$ cat src/common/fp_status_exception_pkg.sv
// Constants for the floating-point status and exception block.
// Assumes 32-bit special registers numbered with bit 31 as the most significant bit.
package fp_status_exception_pkg;

    // ****************************************
    // Special register numbers
    // ****************************************
    localparam logic [9:0] SPR_FP_STATUS_CONTROL = 10'h200;
    localparam logic [9:0] SPR_UNAVAILABLE_VECTOR_OFFSET = 10'h210;
    localparam logic [9:0] SPR_DATA_ERROR_VECTOR_OFFSET = 10'h211;
    localparam logic [9:0] SPR_ROUND_VECTOR_OFFSET = 10'h212;

    // ****************************************
    // Status/control field positions
    // ****************************************
    localparam int BIT_HIGH_GUARD_CAPTURE = 29;
    localparam int BIT_HIGH_STICKY_CAPTURE = 28;
    localparam int BIT_HIGH_INVALID_FLAG = 27;
    localparam int BIT_HIGH_DIVZERO_FLAG = 26;
    localparam int BIT_HIGH_UNDERFLOW_FLAG = 25;
    localparam int BIT_HIGH_OVERFLOW_FLAG = 24;
    localparam int BIT_INEXACT_STICKY = 21;
    localparam int BIT_INVALID_STICKY = 20;
    localparam int BIT_DIVZERO_STICKY = 19;
    localparam int BIT_UNDERFLOW_STICKY = 18;
    localparam int BIT_OVERFLOW_STICKY = 17;
    localparam int BIT_MODE = 16;
    localparam int BIT_LOW_GUARD_CAPTURE = 13;
    localparam int BIT_LOW_STICKY_CAPTURE = 12;
    localparam int BIT_LOW_INVALID_FLAG = 11;
    localparam int BIT_LOW_DIVZERO_FLAG = 10;
    localparam int BIT_LOW_UNDERFLOW_FLAG = 9;
    localparam int BIT_LOW_OVERFLOW_FLAG = 8;
    localparam int BIT_INEXACT_ENABLE = 6;
    localparam int BIT_INVALID_ENABLE = 5;
    localparam int BIT_DIVZERO_ENABLE = 4;
    localparam int BIT_UNDERFLOW_ENABLE = 3;
    localparam int BIT_OVERFLOW_ENABLE = 2;
    localparam int BIT_ROUNDING_MSB = 1;
    localparam int BIT_ROUNDING_LSB = 0;

    localparam logic [31:0] FSC_WRITE_MASK = 32'h3f3e3f7f;
    localparam logic [31:0] FSC_RESET = 32'h0000_0000;
    localparam logic FSC_MODE_SUPPORTED = 1'b0;

    // ****************************************
    // Machine state and syndrome layout
    // ****************************************
    localparam int BIT_UNIT_AVAILABLE = 25;
    localparam int BIT_PROBLEM_STATE = 14;
    localparam logic [31:0] MSR_KEEP_MASK = 32'h0002_1200;
    localparam logic [31:0] SYNDROME_VECTOR_UNIT = 32'h0000_0080;
    localparam logic [31:0] VECTOR_OFFSET_RESET = 32'h0000_0000;

    typedef enum logic [1:0] {
        RMODE_NEAREST = 2'h0,
        RMODE_TOWARD_ZERO = 2'h1,
        RMODE_TOWARD_PLUS_INF = 2'h2,
        RMODE_TOWARD_MINUS_INF = 2'h3
    } rounding_mode_t;

    typedef enum {
        CAUSE_NONE,
        CAUSE_UNAVAILABLE,
        CAUSE_DATA_ERROR,
        CAUSE_ROUND
    } exc_cause_t;

endpackage

$ cat src/hdl/fp_status_exception_unit.sv
// Status/control, sticky flags and exception sequencing for the fp vector unit.
// Assumes every input comes from core logic on clk_sys; instr_valid pulses once
// per completing floating-point instruction, with its operands and result status.
//
// Summary of operation
// - Inexact sticky sets on inexact, or masked overflow/underflow, without data exception.
// - Sticky summaries stay set until software writes the status/control register.
// - Invalid, divzero, underflow, overflow stickies follow any matching element flag.
// - Only mode 0 exists; the mode bit always reads back as zero.
// - Low guard/sticky captures track low result, zeroed on data exception.
// - Low invalid flag sets on special low operands or zero over zero.
// - Low divzero flag sets on zero divisor with finite non-zero dividend.
// - Low underflow and overflow flags follow the low element result.
// - Inexact enable turns round conditions into a round exception.
// - Enabled invalid, divzero, underflow or overflow flags give a data exception.
// - Two-bit rounding control selects nearest, zero, plus or minus infinity.
// - Vector instruction with unit-available bit clear takes unavailable exception.
// - Every exception leaves only the vector-unit syndrome bit set.
// - Three privileged vector offset registers sit at special registers 528-530.
// - Unavailable/data exceptions suppress and save faulting address and state.
// - Exceptions keep critical, machine-check, debug enables and clear other state.
// - Handler address is prefix high half, offset bits 15:4, four zeros.
// - Data exception sets cause flags and clears all four capture bits.
// - Round exception truncates inexact elements; exact element captures read zero.
// - Guard is the bit below result lsb; sticky ORs all below.
// - Round exception saves next address, loads captures, sets inexact sticky.
// - Priority unavailable, then data, then round; either element counts.
// - High flags follow the high result; scalar instructions clear them.
// - Status/control register is special register 512.
`timescale 1ns/1ps

module fp_status_exception_unit
    import fp_status_exception_pkg::*;
(
    input wire logic clk_sys,
    input wire logic reset_n,
    // Special register moves
    input wire logic spr_wr_en,
    input wire logic spr_rd_en,
    input wire logic [9:0] spr_num,
    input wire logic [31:0] spr_wdata,
    output logic [31:0] spr_rdata,
    output logic spr_rd_valid,
    // Completing instruction
    input wire logic instr_valid,
    input wire logic instr_is_vector,
    input wire logic instr_is_divide,
    input wire logic [31:0] instr_addr,
    input wire logic [31:0] next_instr_addr,
    input wire logic [31:0] high_op_a,
    input wire logic [31:0] high_op_b,
    input wire logic [31:0] low_op_a,
    input wire logic [31:0] low_op_b,
    input wire logic high_result_overflow,
    input wire logic high_result_underflow,
    input wire logic high_result_guard,
    input wire logic high_result_sticky,
    input wire logic low_result_overflow,
    input wire logic low_result_underflow,
    input wire logic low_result_guard,
    input wire logic low_result_sticky,
    // Core state
    input wire logic [31:0] machine_state,
    input wire logic [31:0] vector_prefix,
    // Towards datapath and pipeline
    output logic suppress_instr,
    output logic truncate_high,
    output logic truncate_low,
    output rounding_mode_t rounding_control,
    output logic mode_bit,
    // Exception results
    output logic exc_valid,
    output exc_cause_t exc_cause,
    output logic [31:0] handler_addr,
    output logic [31:0] save_restore_address,
    output logic [31:0] save_restore_state,
    output logic [31:0] machine_state_next,
    output logic [31:0] syndrome_register
);

    // ****************************************
    // Registers
    // ****************************************
    logic [31:0] fsc_reg, fsc_next;
    logic [31:0] unavailable_vector_offset_reg;
    logic [31:0] data_error_vector_offset_reg;
    logic [31:0] round_vector_offset_reg;
    logic [31:0] spr_rdata_reg;
    logic spr_rd_valid_reg;
    logic exc_valid_reg;
    exc_cause_t exc_cause_reg;
    logic [31:0] handler_addr_reg;
    logic [31:0] save_restore_address_reg;
    logic [31:0] save_restore_state_reg;
    logic [31:0] machine_state_next_reg;
    logic [31:0] syndrome_reg;

    // ****************************************
    // Operand classification
    // ****************************************
    function automatic logic is_special(input logic [31:0] x);
        is_special = (x[30:23] == 8'hff) || (x[30:23] == 8'h00 && x[22:0] != 23'h0);
    endfunction

    function automatic logic is_zero(input logic [31:0] x);
        is_zero = (x[30:0] == 31'h0);
    endfunction

    logic priv_ok, fsc_write;
    logic unavail_exc, exec_ok;
    logic hi_inv, hi_dbz, hi_unf, hi_ovf, hi_inx;
    logic lo_inv, lo_dbz, lo_unf, lo_ovf, lo_inx;
    logic data_cond, round_cond, data_exc, round_exc;
    logic [31:0] fsc_eff;

    // Offset registers are privileged: problem state may not touch them
    assign priv_ok = !machine_state[BIT_PROBLEM_STATE];
    assign fsc_write = spr_wr_en && spr_num == SPR_FP_STATUS_CONTROL;

    // Enables as the instruction sees them, after any same-cycle move
    assign fsc_eff = fsc_write ? (spr_wdata & FSC_WRITE_MASK) : fsc_reg;

    assign unavail_exc = instr_valid && instr_is_vector
        && !machine_state[BIT_UNIT_AVAILABLE];
    assign exec_ok = instr_valid && !unavail_exc;

    // Mode 0 input checks, only mode supported
    assign lo_inv = is_special(low_op_a) || is_special(low_op_b)
        || (instr_is_divide && is_zero(low_op_a) && is_zero(low_op_b));
    assign lo_dbz = instr_is_divide && is_zero(low_op_b) && !is_zero(low_op_a)
        && low_op_a[30:23] != 8'hff;
    assign lo_unf = low_result_underflow;
    assign lo_ovf = low_result_overflow;
    assign lo_inx = low_result_guard || low_result_sticky;

    // Scalar instructions leave the high element untouched and its flags clear
    assign hi_inv = instr_is_vector && (is_special(high_op_a) || is_special(high_op_b)
        || (instr_is_divide && is_zero(high_op_a) && is_zero(high_op_b)));
    assign hi_dbz = instr_is_vector && instr_is_divide && is_zero(high_op_b)
        && !is_zero(high_op_a) && high_op_a[30:23] != 8'hff;
    assign hi_unf = instr_is_vector && high_result_underflow;
    assign hi_ovf = instr_is_vector && high_result_overflow;
    assign hi_inx = instr_is_vector && (high_result_guard || high_result_sticky);

    assign data_cond = (fsc_eff[BIT_INVALID_ENABLE] && (hi_inv || lo_inv))
        || (fsc_eff[BIT_DIVZERO_ENABLE] && (hi_dbz || lo_dbz))
        || (fsc_eff[BIT_UNDERFLOW_ENABLE] && (hi_unf || lo_unf))
        || (fsc_eff[BIT_OVERFLOW_ENABLE] && (hi_ovf || lo_ovf));

    // Either element counts; round needs no data exception on either
    assign round_cond = !data_cond && (
        ((hi_inx || lo_inx) && !(hi_ovf || lo_ovf || hi_unf || lo_unf))
        || ((hi_ovf || lo_ovf) && !fsc_eff[BIT_OVERFLOW_ENABLE])
        || ((hi_unf || lo_unf) && !fsc_eff[BIT_UNDERFLOW_ENABLE]));

    assign data_exc = exec_ok && data_cond;
    assign round_exc = exec_ok && round_cond && fsc_eff[BIT_INEXACT_ENABLE];

    // Faulting instruction must not write its target
    assign suppress_instr = unavail_exc || data_exc;
    // Inexact elements get the truncated result, exact one the rounded
    assign truncate_high = round_exc && hi_inx;
    assign truncate_low = round_exc && lo_inx;

    // ****************************************
    // Status/control register
    // ****************************************
    always_comb begin
        fsc_next = fsc_reg;
        if (fsc_write) begin
            fsc_next = spr_wdata & FSC_WRITE_MASK;
        end
        fsc_next[BIT_MODE] = FSC_MODE_SUPPORTED;
        if (exec_ok) begin
            fsc_next[BIT_HIGH_INVALID_FLAG] = hi_inv;
            fsc_next[BIT_HIGH_DIVZERO_FLAG] = hi_dbz;
            fsc_next[BIT_HIGH_UNDERFLOW_FLAG] = hi_unf;
            fsc_next[BIT_HIGH_OVERFLOW_FLAG] = hi_ovf;
            fsc_next[BIT_LOW_INVALID_FLAG] = lo_inv;
            fsc_next[BIT_LOW_DIVZERO_FLAG] = lo_dbz;
            fsc_next[BIT_LOW_UNDERFLOW_FLAG] = lo_unf;
            fsc_next[BIT_LOW_OVERFLOW_FLAG] = lo_ovf;
            // Captures only survive when no data exception is taken
            fsc_next[BIT_HIGH_GUARD_CAPTURE] = !data_cond && instr_is_vector
                && high_result_guard;
            fsc_next[BIT_HIGH_STICKY_CAPTURE] = !data_cond && instr_is_vector
                && high_result_sticky;
            fsc_next[BIT_LOW_GUARD_CAPTURE] = !data_cond && low_result_guard;
            fsc_next[BIT_LOW_STICKY_CAPTURE] = !data_cond && low_result_sticky;
            // Set wins over a same-cycle software clear
            fsc_next[BIT_INVALID_STICKY] = fsc_next[BIT_INVALID_STICKY]
                || hi_inv || lo_inv;
            fsc_next[BIT_DIVZERO_STICKY] = fsc_next[BIT_DIVZERO_STICKY]
                || hi_dbz || lo_dbz;
            fsc_next[BIT_UNDERFLOW_STICKY] = fsc_next[BIT_UNDERFLOW_STICKY]
                || hi_unf || lo_unf;
            fsc_next[BIT_OVERFLOW_STICKY] = fsc_next[BIT_OVERFLOW_STICKY]
                || hi_ovf || lo_ovf;
            fsc_next[BIT_INEXACT_STICKY] = fsc_next[BIT_INEXACT_STICKY]
                || round_cond;
        end
    end

    always_ff @(posedge clk_sys) begin
        if (!reset_n) begin
            fsc_reg <= FSC_RESET;
        end else begin
            fsc_reg <= fsc_next;
        end
    end

    assign rounding_control =
        rounding_mode_t'(fsc_reg[BIT_ROUNDING_MSB:BIT_ROUNDING_LSB]);
    assign mode_bit = fsc_reg[BIT_MODE];

    // ****************************************
    // Vector offset registers
    // ****************************************
    always_ff @(posedge clk_sys) begin
        if (!reset_n) begin
            unavailable_vector_offset_reg <= VECTOR_OFFSET_RESET;
            data_error_vector_offset_reg <= VECTOR_OFFSET_RESET;
            round_vector_offset_reg <= VECTOR_OFFSET_RESET;
        end else if (spr_wr_en && priv_ok) begin
            if (spr_num == SPR_UNAVAILABLE_VECTOR_OFFSET) begin
                unavailable_vector_offset_reg <= spr_wdata;
            end
            if (spr_num == SPR_DATA_ERROR_VECTOR_OFFSET) begin
                data_error_vector_offset_reg <= spr_wdata;
            end
            if (spr_num == SPR_ROUND_VECTOR_OFFSET) begin
                round_vector_offset_reg <= spr_wdata;
            end
        end
    end

    // ****************************************
    // Register reads, one cycle after the request
    // ****************************************
    always_ff @(posedge clk_sys) begin
        if (!reset_n) begin
            spr_rdata_reg <= 32'h0000_0000;
            spr_rd_valid_reg <= 1'b0;
        end else begin
            spr_rd_valid_reg <= spr_rd_en;
            spr_rdata_reg <= 32'h0000_0000;
            if (spr_rd_en) begin
                case (spr_num)
                    SPR_FP_STATUS_CONTROL: spr_rdata_reg <= fsc_reg;
                    SPR_UNAVAILABLE_VECTOR_OFFSET: begin
                        spr_rdata_reg <= priv_ok ? unavailable_vector_offset_reg : 32'h0000_0000;
                    end
                    SPR_DATA_ERROR_VECTOR_OFFSET: begin
                        spr_rdata_reg <= priv_ok ? data_error_vector_offset_reg : 32'h0000_0000;
                    end
                    SPR_ROUND_VECTOR_OFFSET: begin
                        spr_rdata_reg <= priv_ok ? round_vector_offset_reg : 32'h0000_0000;
                    end
                    default: spr_rdata_reg <= 32'h0000_0000;
                endcase
            end
        end
    end

    assign spr_rdata = spr_rdata_reg;
    assign spr_rd_valid = spr_rd_valid_reg;

    // ****************************************
    // Exception sequencing
    // ****************************************
    always_ff @(posedge clk_sys) begin
        if (!reset_n) begin
            exc_valid_reg <= 1'b0;
            exc_cause_reg <= CAUSE_NONE;
            handler_addr_reg <= 32'h0000_0000;
            save_restore_address_reg <= 32'h0000_0000;
            save_restore_state_reg <= 32'h0000_0000;
            machine_state_next_reg <= 32'h0000_0000;
            syndrome_reg <= 32'h0000_0000;
        end else begin
            exc_valid_reg <= unavail_exc || data_exc || round_exc;
            if (unavail_exc || data_exc || round_exc) begin
                save_restore_state_reg <= machine_state;
                machine_state_next_reg <= machine_state & MSR_KEEP_MASK;
                syndrome_reg <= SYNDROME_VECTOR_UNIT;
            end
            if (unavail_exc) begin
                exc_cause_reg <= CAUSE_UNAVAILABLE;
                save_restore_address_reg <= instr_addr;
                handler_addr_reg <= {vector_prefix[31:16],
                    unavailable_vector_offset_reg[15:4], 4'h0};
            end else if (data_exc) begin
                exc_cause_reg <= CAUSE_DATA_ERROR;
                save_restore_address_reg <= instr_addr;
                handler_addr_reg <= {vector_prefix[31:16],
                    data_error_vector_offset_reg[15:4], 4'h0};
            end else if (round_exc) begin
                exc_cause_reg <= CAUSE_ROUND;
                save_restore_address_reg <= next_instr_addr;
                handler_addr_reg <= {vector_prefix[31:16],
                    round_vector_offset_reg[15:4], 4'h0};
            end
        end
    end

    assign exc_valid = exc_valid_reg;
    assign exc_cause = exc_cause_reg;
    assign handler_addr = handler_addr_reg;
    assign save_restore_address = save_restore_address_reg;
    assign save_restore_state = save_restore_state_reg;
    assign machine_state_next = machine_state_next_reg;
    assign syndrome_register = syndrome_reg;
endmodule

$ cat config.mk
export PLATFORM = sky130hd
export DESIGN_NAME = fp_status_exception_unit
export DESIGN_NICKNAME = d
export VERILOG_FILES = /design/src/common/fp_status_exception_pkg.sv /design/src/hdl/fp_status_exception_unit.sv
export SDC_FILE = /design/constraint.sdc
export NUM_CORES = 1
export LEC_CHECK = 0
export BUFFER_PORTS_ARGS = -buffer_cell sky130_fd_sc_hd__buf_2
export CAP_MARGIN = 10
export CORE_AREA = 2 2 214 216
export DETAILED_ROUTE_END_ITERATION = 8
export DIE_AREA = 0 0 216 218
export GPL_ROUTABILITY_DRIVEN = 0
export PLACE_DENSITY_LB_ADDON = 0.05
export SKIP_CTS_REPAIR_TIMING = 1
export SLEW_MARGIN = 20
export SYNTH_ARGS = -nofsm -noshare
export SYNTH_HDL_FRONTEND = slang
export SYNTH_SLANG_ARGS = --single-unit
export TNS_END_PERCENT = 100
$ cat constraint.sdc
create_clock -name clk_sys -period 8 [get_ports clk_sys]
set_input_delay 0.4 -clock clk_sys [delete_from_list [all_inputs] [get_ports clk_sys]]
set_output_delay 0.4 -clock clk_sys [all_outputs]
set_load 0.02 [all_outputs]
Word level (Yosys, flattened, before mapping)
Cells that the tools add are included.
{ "word_totals": {"out_inout_bits": 232, "elab_cells": 149, "input_bits": 313, "regBits": 253} }
{ "classes": {"n_bitwise": 1, "n_eq_ne": 10, "mux": 17, "n_reduce_logical": 104} }
{ "ops": {"columns": ["cell", "count"], "rows": [
  ["$mux W32", 9],
  ["$pmux W32 S4", 1],
  ["$logic_not A31 Y1", 4],
  ["$reduce_bool A23 Y1", 4],
  ["$logic_and A1 B1 Y1", 42],
  ["$eq A10 B10 Y1 const B", 4],
  ["$logic_or A1 B1 Y1", 33],
  ["$eq A8 B8 Y1 const B", 4],
  ["$logic_not A8 Y1", 4],
  ["$mux W30", 1],
  ["$ne A8 B8 Y1 const B", 2],
  ["$mux W6", 2],
  ["$logic_not A1 Y1", 9],
  ["$reduce_and A2 Y1", 4],
  ["$mux W5", 1],
  ["$mux W2", 2],
  ["$reduce_bool A2 Y1", 2],
  ["$reduce_bool A3 Y1", 1],
  ["$reduce_or A2 Y1", 1],
  ["$mux W1", 1],
  ["$not A1 Y1", 1]
]} }

Depth between registers and ports, before layout
Gate-level depths: netlist of the first run.
{ "logic_depth": {"depth_word": 18, "depth_mapped": 11, "ltp_nobuf": 9} }

Worst setup path after synthesis of the first run
No wires, ideal clock.
{ "synth_timing": {"path_type": "input to output", "start": "input port high_op_a[27]", "end": "output port truncate_high", "path_slack_ns": 4.914, "required_ns": 7.600, "n_path_buf": 2, "arrival_ns": 2.686, "stages": 8, "path_cell_list": "or4_1 or4_4 a32oi_2 o2111a_1 nand2_1 clkbuf_1 clkbuf_1 nor2_1"} }
{ "synth_between": {"elab_chain_cells": 16, "elab_cells_between_ends": 26, "classes_between": "eq/ne (2); reduce/logical (24)"} }
{ "synth_rtl": {"columns": ["item", "line", "rtl"], "rows": [
  ["from (decl)", "fp_status_exception_unit.sv:50", "input wire logic [31:0] high_op_a,"],
  ["$logic_not A8 Y1", "fp_status_exception_unit.sv:102", "is_special = (x[30:23] == 8'hff) || (x[30:23] == 8'h00 && x[22:0] != 23'h0);"],
  ["$logic_and A1 B1 Y1", "fp_status_exception_unit.sv:102", null],
  ["$logic_or A1 B1 Y1", "fp_status_exception_unit.sv:102", null],
  ["$logic_or A1 B1 Y1", "fp_status_exception_unit.sv:137", "assign hi_inv = instr_is_vector && (is_special(high_op_a) || is_special(high_op_b)"],
  ["$logic_or A1 B1 Y1", "fp_status_exception_unit.sv:138", "|| (instr_is_divide && is_zero(high_op_a) && is_zero(high_op_b)));"],
  ["$logic_and A1 B1 Y1", "fp_status_exception_unit.sv:137", null],
  ["$logic_or A1 B1 Y1", "fp_status_exception_unit.sv:145", "assign data_cond = (fsc_eff[BIT_INVALID_ENABLE] && (hi_inv || lo_inv))"],
  ["$logic_and A1 B1 Y1", "fp_status_exception_unit.sv:145", null],
  ["$logic_or A1 B1 Y1 (*)", "fp_status_exception_unit.sv:146", "|| (fsc_eff[BIT_DIVZERO_ENABLE] && (hi_dbz || lo_dbz))"],
  ["$logic_or A1 B1 Y1 (*)", "fp_status_exception_unit.sv:147", "|| (fsc_eff[BIT_UNDERFLOW_ENABLE] && (hi_unf || lo_unf))"],
  ["$logic_or A1 B1 Y1 (*)", "fp_status_exception_unit.sv:148", "|| (fsc_eff[BIT_OVERFLOW_ENABLE] && (hi_ovf || lo_ovf));"],
  ["$logic_not A1 Y1 (*)", "fp_status_exception_unit.sv:151", "assign round_cond = !data_cond && ("],
  ["$logic_and A1 B1 Y1 (*)", "fp_status_exception_unit.sv:151", null],
  ["$logic_and A1 B1 Y1 (*) (2 in series)", "fp_status_exception_unit.sv:157", "assign round_exc = exec_ok && round_cond && fsc_eff[BIT_INEXACT_ENABLE];"],
  ["$logic_and A1 B1 Y1 (*)", "fp_status_exception_unit.sv:162", "assign truncate_high = round_exc && hi_inx;"],
  ["to (decl)", "fp_status_exception_unit.sv:67", "output logic truncate_high,"]
]} }
Mark *: on every way between the ends. The rest lies on a longest branch, timed or not.

Worst setup path after layout of the first run
{ "layout_timing": {"start": "input port spr_num[0]", "end": "output port suppress_instr"} }
{ "layout_between": {"elab_chain_cells": 9, "elab_cells_between_ends": 12, "classes_between": "eq/ne (1); mux (1); reduce/logical (10)"} }
{ "layout_rtl": {"columns": ["item", "line", "rtl"], "rows": [
  ["from (decl)", "fp_status_exception_unit.sv:40", "input wire logic [9:0] spr_num,"],
  ["$eq A10 B10 Y1 (*)", "fp_status_exception_unit.sv:118", "assign fsc_write = spr_wr_en && spr_num == SPR_FP_STATUS_CONTROL;"],
  ["$logic_and A1 B1 Y1 (*)", "fp_status_exception_unit.sv:118", null],
  ["$mux W30 (*)", null, null],
  ["$logic_and A1 B1 Y1 (on tied branches)", "fp_status_exception_unit.sv:145, fp_status_exception_unit.sv:146", null],
  ["$logic_or A1 B1 Y1", "fp_status_exception_unit.sv:146", null],
  ["$logic_or A1 B1 Y1", "fp_status_exception_unit.sv:147", null],
  ["$logic_or A1 B1 Y1 (*)", "fp_status_exception_unit.sv:148", null],
  ["$logic_and A1 B1 Y1 (*)", "fp_status_exception_unit.sv:156", "assign data_exc = exec_ok && data_cond;"],
  ["$logic_or A1 B1 Y1 (*)", "fp_status_exception_unit.sv:160", "assign suppress_instr = unavail_exc || data_exc;"],
  ["to (decl)", "fp_status_exception_unit.sv:66", "output logic suppress_instr,"]
]} }
Mark *: on every way between the ends. The rest lies on a longest branch, timed or not. The select of a mux whose other input is x is not followed.

==> impl_metrics.yaml, run 1 <==
global_routing:
  gr-usage-met2_pct: 29.4
  antenna_found_initial: 12
  track_usage_pct: 19.6
  grt_pass1_vias: 10900
  gr-max-usage-layer: "met2"
  overflow: 0
  grt_pass1_wl_um: 70600
  met1_usage_pct: 27.2
  global_route.usage.met3_pct: 5.98
  grt_max_degree: 89
logic_synthesis:
  synth-async-reset-ratio_pct: 0
  postSynthAreaPerCell_um2: 8.01
  synth_warnings: 0
  ys_ff_latch: 249
  seq_area_frac_synth_pct: 44.7
  yosysUniqueCellTypes: 51
  synth_edf_count: 0
  yosys_most_used_dff: "dfxtp_1"
  synthesis.instances: 1392
  netlist_area_um2: 11200
clock_network:
  clock_path_buffers: 3
  worstSkewPairLatency_ps: 580
  cts_tree: "built"
  clockRootBuffer: "clkbuf_16"
  numCtsBuffers: 31
  cts.sinks: 249
  htree_levels: 1
  cts.clk_slew.worst_paths_ps: 60
sta:
  grt_setup_unrepaired: "false"
  clock_skew_ps: 17.9
  hold_viol_final: 0
  hold_ws_ps: 80.4
  fmaxAchievable_mhz: 251
  slew-limit-headroom_pct: 25.5
  finalCritPeriodShare_pct: 49.8
  setup_viol: 0
  tightest_slew_ps: 1120
  final.setup.tns_ps: 0
  maxSlewViolCount: 0
  fin_crit_ps: 3990
power:
  total_leakage_power_nw: 6.11
  powerDensity_nw_per_um2: 204
  ir_drop_mv: 0.112
die:
  initial_utilization_pct: 24.8
  rows: 78
  die_w_um: 216
  io_pins: 545
  die-area_um2: 47100
  die_h_um: 218
  core_area_um2: 44900
min_path:
  min_delay_path_depth: 3
  hold_path.class: "input pin to flip-flop"
  hold_start: "spr_wdata[22]"
  hold_path_end: "data_error_vector_offset_reg[22]"
run_status:
  outcome: "completed"
critical_path:
  r2r_start: "fsc_reg[2]"
  cp-startpoint: "spr_num[0]"
  critPathTopFamily: "buffers and inverters"
  cp.depth: 10
  crit_path_start_kind: "input pin"
  cp_data_required_time_ps: 7600
  rrSetupSlack_ps: 5050
  worstReg2RegEnd: "handler_addr[4]"
  path_buf_inv: 5
  crit_type: "input pin to output pin"
  crit_arrival_ps: 3590
  path_cells: "buf_2 > buf_4 > nor4b_1 > nand3b_1 > buf_4 > mux2i_1 > o21ba_2 > o41ai_4 > inv_2 > buf_2"
  critical_path.slowest_cell: "buf_4"
  end_kind: "output pin"
  crit_fanout: 48
  reg2regPathDepth: 7
  max_stage_delay_ps: 610
route:
  drtAntennaViolNets: 0
  post_drt_wl_per_cell_um: 20.0
  wirelength_um: 47800
  drt_iter0_drc: 586
  vias: 11000
  drc: 0
  via_per_inst: 4.59
  drtPass1Iterations: 5
run:
  drv_cap: 0
final_layout:
  regArea_um2: 4980
  syn_to_final_growth_pct: 28.5
  multiInputGateArea_um2: 5300
  drive_gt1_share_pct: 29.6
  nets: 2073
  n_fill_cell: 4937
placement:
  io_buffers: 429
  place_hpwl_um: 32200
==> cells in the final DEF, fill, tap and decap left out, types with 4 or more instances in the layout <==
| cell type | count |
|---|---|
| mux2i_1 | 57 |
| buf_2 | 429 |
| clkbuf_16 | 31 |
| diode_2 | 7 |
| dfxtp_1 | 249 |
| o221a_1 | 8 |
| buf_4 | 18 |
| nand3_1 | 47 |
| clkinv_2 | 5 |
| o221a_2 | 16 |
| and2_1 | 4 |
| nor2_1 | 77 |
| clkbuf_1 | 11 |
| o21ai_1 | 23 |
| conb_1 | 95 |
| nor4_1 | 26 |
| nor3_1 | 7 |
| a31oi_1 | 34 |
| nand2_1 | 297 |
| a21oi_1 | 185 |
| a211oi_1 | 8 |
| o21ai_0 | 84 |
| nand4_1 | 14 |
| clkbuf_8 | 5 |
==> cells in the mapped netlist (2+ instances only) <==
cell type,instances,area [µm²]
nand2_1,300,1130
dfxtp_1,249,4980
a21oi_1,185,926
buf_4,101,758
o21ai_0,84,420
clkbuf_1,77,289
nor2_1,77,289
mux2i_1,57,571
nand3_1,47,235
a31oi_1,34,213
nor4_1,28,175
o21ai_1,23,115
o221a_2,16,180
nand4_1,14,87.6
buf_1,11,41.3
buf_6,11,124
a211oi_1,8,60.1
o221a_1,8,90.1
nor3_1,7,35.0
buf_2,6,30.0
and2_1,5,31.3
nand2b_1,4,25.0
nor2b_1,4,25.0
mux2_2,3,33.8
a21o_1,2,15.0
a22oi_1,2,15.0
a41oi_1,2,17.5
o211ai_1,2,15.0
o21a_1,2,15.0
or4_1,2,15.0
==> power by group <==
part	internal, W	total, W	switching, W	leakage, nW
sequential	0.00127	0.00128	0.0000128	2.02
combinational	0.000102	0.000292	0.000190	3.62
clock	0.000789	0.00136	0.000568	0.473
==> cells by family (layout without fill, tap and decap cells) <==
kind of cell / count (synthesis) / count (layout) / synth area share (%)
AOI/OAI and AO/OA: 377 / 377 / 19.6
muxes: 60 / 60 / 5.42
and+or+nand+nor: 496 / 496 / 18.9
buffers and inverters: 209 / 505 / 11.3
DFF: 249 / 249 / 44.7
other: 1 / 102 / 0.0336
==> per-stage QoR <==
stage	setup slack, ps	util [%]	total power (W)	std cells	cell area [µm²]
after floorplan	4910	-	0.00149	1486	11500
after CTS	3940	31.9	0.00298	2382	14300
after detailed placement	3430	29.7	0.00160	2327	13400
after global placement	3030	29.7	0.00159	2326	13300
final	4010	31.9	0.00293	2389	14300
after global routing	3830	31.9	0.00305	2384	14300
==> layout make-up <==
class                   instances  area share [%]
inverters                       2          0.0699
flip-flops and latches        249            34.8
clock inverters                 8           0.506
multi-input cells            1028            37.0
clock buffers                  47            6.18
well taps                     600            5.24
repair buffers                448            16.1
diodes                          7           0.122
==> worst min-delay path, stage by stage <==
cell and delay, ps:
buf_2 120, nand2_1 50, a21oi_1 50
==> metal layers <==
layer	part of all wire [%]	vias to the layer above
li1	-	5376
met1	47	5179
met2	43	346
met3	7.5	60
met4	2.3	10
met5	0.11	-
==> worst max-delay path by stage <==
stage                 endpoint  slack, ps
2_1_floorplan    truncate_high       4910
3_3_place_gp   handler_addr[5]       3030
3_5_place_dp   handler_addr[6]       3430
4_1_cts         suppress_instr       3940
5_1_grt           truncate_low       3830
6_report        suppress_instr       4010
Power figures use the tool's default switching activity.
==> run 2, diff against run 1 <==
Clock period 8 ns to 3.2 ns, I/O delays scaled along.
==> impl_metrics.yaml, run 2 (same netlist as run 1, synthesis figures left out) <==
run_status:
  outcome: "completed"
critical_path:
  r2r_start: "fsc_reg[5]"
  end_kind: "flip-flop"
  rrSetupSlack_ps: 650
  crit_fanout: 67
  worstReg2RegEnd: "save_restore_address[27]"
  crit_type: "input pin to flip-flop"
  crit_path_start_kind: "input pin"
  cp_data_required_time_ps: 3710
  crit_arrival_ps: 3600
  reg2regPathDepth: 8
sta:
  tightest_slew_ps: 798
  maxSlewViolCount: 0
  clock_skew_ps: 9.91
  setup_slack_ps: 116
  slew-limit-headroom_pct: 46.8
  fmaxAchievable_mhz: 324
  final.setup.tns_ps: 0
  finalCritPeriodShare_pct: 96.4
  fin_crit_ps: 3080
  hold_viol_final: 0
  setup_viol: 0
final_layout:
  final_common_cell: "buf_2"
  fin_util_pct: 36.1
  drive_gt1_share_pct: 28.4
  layout_common_cells: "buf_2 (429), nand2_1 (299), dfxtp_1 (249), a21oi_1 (185), dlygate4sd3_1 (151)"
  nets: 2252
  syn_to_final_growth_pct: 45.4
die:
  initial_utilization_pct: 24.8
  core_area_um2: 44900
  io_pins: 545
  rows: 78
  die_w_um: 216
  die-area_um2: 47100
  die_h_um: 218
route:
  vias: 11600
  drtAntennaViolNets: 0
  met2_length_um: 21300
  wirelength_um: 48200
  via_per_inst: 4.53
  top_layer: "met5"
  drtPass1Iterations: 5
  wl_met3_um: 3850
  drt_iter0_drc: 577
  drc: 0
  wl_met1_um: 22100
  post_drt_wl_per_cell_um: 18.8
clock_network:
  worstSkewPairLatency_ps: 570
  cts_tree: "built"
  clockRootBuffer: "clkbuf_16"
  htree_levels: 1
  clock_path_buffers: 3
  numCtsBuffers: 31
  cts.clk_slew.worst_paths_ps: 60
  cts.sinks: 249
power:
  ir_drop_mv: 0.289
  powerDensity_nw_per_um2: 467
  total_leakage_power_nw: 7.01
global_routing:
  track_usage_pct: 19.3
  grt_pass1_vias: 10900
  overflow: 0
  grt_pass1_wl_um: 69500
  grt_max_degree: 68
  antenna_found_initial: 6
min_path:
  min_delay_path_depth: 2
  hold_path.class: "input pin to flip-flop"
  hold_path_end: "spr_rd_valid"
  hold_start: "reset_n"
placement:
  place_hpwl_um: 33300
  post-place-ws_ps: 29.5
  io_buffers: 429
run:
  drv_cap: 0
-- run 2: cell count changes in the layout (fill, tap and decap cells not counted), sizes merged --
cell         before  now
buf             448  476
clkbuf           47   46
clkinvlp          0    1
diode             7    1
dlygate4sd3       0  151
inv               3    4
-- run 2: critical path, cell delays in order --
cell	delay, ps
buf_2	100
or4_1	590
or4_4	600
a32oi_2	280
nor2_1	140
o41ai_4	320
buf_4	210
buf_12	260
o21ai_0	140
a31oi_1	170
dlygate4sd3_1	560
-- run 2: area by class of cell --
type / count / area [µm²]
Clock buffer: 46 / 922
Sequential cell: 249 / 4980
Timing Repair Buffer: 627 / 4170
Multi-Input combinational cell: 1028 / 5290
Clock inverter: 10 / 85.1
Fill cell: 4816 / 28700
Inverter: 2 / 10.0
Tap cell: 600 / 751
Antenna cell: 1 / 2.50
-- run 2: power breakdown --
part / internal, W / switching (W) / total (W)
Clock: 0.00206 / 0.00142 / 0.00348
Combinational: 0.000385 / 0.000507 / 0.000892
Sequential: 0.00316 / 0.0000325 / 0.00320
Total: 0.00561 / 0.00196 / 0.00757
-- run 2: stage by stage --
step           hold WS, ps  cell area (µm²)  std cells  power (W)
2_1_floorplan          296            11500       1486    0.00373
3_3_place_gp           414            13700       2355    0.00400
3_5_place_dp           425            13700       2355    0.00400
4_1_cts               -193            14700       2411    0.00753
5_1_grt               13.4            16200       2562    0.00788
6_report              36.7            16200       2563    0.00757
-- run 2: per-layer routing --
layer / vias to the layer above / global-route usage (%)
met5: - / 0
met4: 8 / 3.84
met3: 54 / 6.86
met2: 365 / 30.2
met1: 5469 / 25.7
li1: 5727 / -
-- run 2: how the worst max path moves through the flow --
stage | start | depth (start not counted) | endpoint
after CTS | high_op_a[27] | 10 | suppress_instr
after global placement | high_op_a[27] | 9 | handler_addr[6]
final | high_op_a[27] | 11 | save_restore_address[27]
after global routing | high_op_a[1] | 12 | save_restore_address[27]
after detailed placement | high_op_a[27] | 9 | handler_addr[6]
after floorplan | high_op_a[27] | 10 | handler_addr[23]
==> run 3, diff against run 2 <==
--- a/config.mk
+++ b/config.mk
@@ -7,7 +7,8 @@
 export LEC_CHECK = 0
+export ABC_AREA = 1
 export BUFFER_PORTS_ARGS = -buffer_cell sky130_fd_sc_hd__buf_2
 export CAP_MARGIN = 10
-export CORE_AREA = 2 2 214 216
+export CORE_AREA = 2 2 215 217
 export DETAILED_ROUTE_END_ITERATION = 8
-export DIE_AREA = 0 0 216 218
+export DIE_AREA = 0 0 217 219
 export GPL_ROUTABILITY_DRIVEN = 0
==> constraint.sdc (replaced) <==
create_clock -name clk_sys -period 3.2 [get_ports clk_sys]
set_input_delay 0.48 -clock clk_sys [delete_from_list [all_inputs] [get_ports clk_sys]]
set_output_delay 0.48 -clock clk_sys [all_outputs]
set_load 0.02 [all_outputs]
==> impl_metrics.yaml, run 3 <==
clock_network:
  cts_tree: "built"
  clock_path_buffers: 3
  clockRootBuffer: "clkbuf_16"
  cts.clk_slew.worst_paths_ps: 60
  numCtsBuffers: 30
  htree_levels: 1
  worstSkewPairLatency_ps: 590
  cts.sinks: 249
sta:
  maxSlewViolCount: 0
  fin_crit_ps: 2930
  grt_setup_unrepaired: "false"
  hold_viol_final: 0
  slew-limit-headroom_pct: 37.9
  tightest_slew_ps: 930
  clock_skew_ps: 29.1
  setup_viol: 0
  fmaxAchievable_mhz: 341
  finalCritPeriodShare_pct: 91.5
  final.setup.tns_ps: 0
route:
  wirelength_um: 49100
  via_per_inst: 4.50
  wl_met3_um: 2650
  top_layer: "met5"
  drtPass1Iterations: 5
  vias: 12800
  drc: 0
  drtAntennaViolNets: 0
  drt_iter0_drc: 750
  wl_met1_um: 22500
  post_drt_wl_per_cell_um: 17.2
  met2_length_um: 22700
final_layout:
  n_fill_cell: 5054
  instances_no_fill: 2852
  nets: 2539
  multiInputGateArea_um2: 5700
  syn_to_final_growth_pct: 27.4
  final_common_cell: "buf_2"
  drive_gt1_share_pct: 24.4
  layout_common_cells: "buf_2 (428), nor2_1 (367), inv_1 (257), nand2_1 (250), dfxtp_1 (249)"
  regArea_um2: 4980
power:
  powerDensity_nw_per_um2: 483
  clockPowerShare_pct: 47.3
  seqPwrFrac_pct: 41.3
  p_comb_share_pct: 11.4
  total_leakage_power_nw: 7.74
  ir_drop_mv: 0.367
  switchingPower_w: 0.00207
  swShare_pct: 26.6
  p_int_w: 0.00571
critical_path:
  max_stage_delay_ps: 320
  crit_type: "input pin to output pin"
  r2r_start: "fsc_reg[3]"
  end_kind: "output pin"
  path_cells: "buf_2 > inv_1 > nand2_1 > nor3_4 > nand3_4 > buf_4 > o21ai_1 > nand4_4 > a21oi_1 > buf_2"
  cpMostUsedCell: "buf_2"
  critPathTopFamily: "simple AND/OR/NAND/NOR gates"
  cp_data_required_time_ps: 2720
  crit_fanout: 16
  crit_path_start_kind: "input pin"
  crit_arrival_ps: 2450
  critical_path.slowest_cell: "o21ai_1"
  cp-startpoint: "spr_num[6]"
  path_buf_inv: 4
logic_synthesis:
  ys_ff_latch: 249
  synth_edf_count: 0
  synth_top_area_cell: "dfxtp_1"
  synth_warnings: 0
  postSynthAreaPerCell_um2: 6.86
  synth.most_common_cell: "nor2_1"
  yosys_most_used_dff: "dfxtp_1"
  yosysUniqueCellTypes: 44
  synth_area_leaders: "dfxtp_1 (39%), nor2_1 (11%), inv_1 (7.7%)"
  synthesis.instances: 1843
  synth_top_area_share_pct: 39.4
  netlist_area_um2: 12600
  seq_area_frac_synth_pct: 39.4
  synth_common_cells: "nor2_1 (367), inv_1 (258), nand2_1 (250)"
  synth-async-reset-ratio_pct: 0
die:
  die_h_um: 219
  die_w_um: 217
  die-area_um2: 47500
  rows: 78
  io_pins: 545
  initial_utilization_pct: 28.0
  core_area_um2: 45100
global_routing:
  grt_pass1_vias: 12200
  overflow: 0
  track_usage_pct: 19.9
  grt_pass1_wl_um: 73300
  antenna_found_initial: 7
  grt_max_degree: 163
placement:
  place_hpwl_um: 34800
  io_buffers: 429
  place_inst: 2794
run:
  drv_cap: 0
run_status:
  outcome: "completed"
min_path:
  hold_start: "vector_prefix[28]"
  hold_path.class: "input pin to flip-flop"
## run 3: cell count changes in the layout (fill, tap and decap cells not counted), sizes merged, moves of 32 or more
cell         before  now
a21boi            0   32
a21oi           185   84
a31oi            34    2
dlygate4sd3     151    0
inv               4  261
mux2i            57    0
nand2           301  256
nand4            14  108
nor2             78  371
o22ai             0   48
## run 3: cell type report
cell class / count / share of cell area (%)
Antenna cell: 2 / 0.0311
Clock buffer: 43 / 5.40
Clock inverter: 13 / 1.21
Inverter: 262 / 6.12
Multi-Input combinational cell: 1210 / 35.4
Sequential cell: 249 / 31.0
Tap cell: 600 / 4.66
Timing Repair Buffer: 473 / 16.3
## run 3: through the flow
stage	instance area (µm²)	utilization (%)	hold slack [ps]	power [W]	setup slack [ps]
after detailed placement	15000	33.3	441	0.00417	180
after CTS	16100	35.7	76.0	0.00789	244
after global placement	15000	33.3	433	0.00416	231
after global routing	16100	35.7	94.3	0.00810	122
final	16100	35.7	105	0.00777	271
after floorplan	13000	-	424	0.00386	604
## run 3: power groups by stage
stage,Sequential (W),Clock (W),Combinational [W]
after CTS,0.00321,0.00379,0.000896
after detailed placement,0.00328,0,0.000892
final,0.00321,0.00368,0.000889
after global placement,0.00328,0,0.000888
after global routing,0.00321,0.00390,0.000986
after floorplan,0.00335,0,0.000511
## run 3: routing by layer
| metal | vias to the layer above | GRT usage (%) |
|---|---|---|
| li1 | 6496 | - |
| met1 | 5919 | 26.5 |
| met2 | 347 | 33.2 |
| met3 | 70 | 3.44 |
| met4 | 10 | 5.09 |
| met5 | - | 0 |
## run 3: cells by family after synthesis
kind of cell / synth area share [%]
AND/OR/NAND/NOR: 27.9
buffers and inverters: 18.3
other: 0.0297
flip-flops: 39.4
AO/OA/AOI/OAI: 14.3
## run 3: worst register-to-register path, delay by kind of cell (launching register included)
| family | cells | cell delay [ps] |
|---|---|---|
| buffers and inverters | 3 | 450 |
| flip-flops | 1 | 310 |
| AO/OA/AOI/OAI | 2 | 250 |
| AND/OR/NAND/NOR | 7 | 840 |
## run 3: path summary, 6_finish.rpt
path	depth (start not counted)	slack, ps	endpoint
worst max-delay path	10	270	truncate_low
worst min register to register	2	450	unavailable_vector_offset_reg[22]
worst min-delay path	3	110	handler_addr[28]
worst max register to register	12	1230	save_restore_state[30]
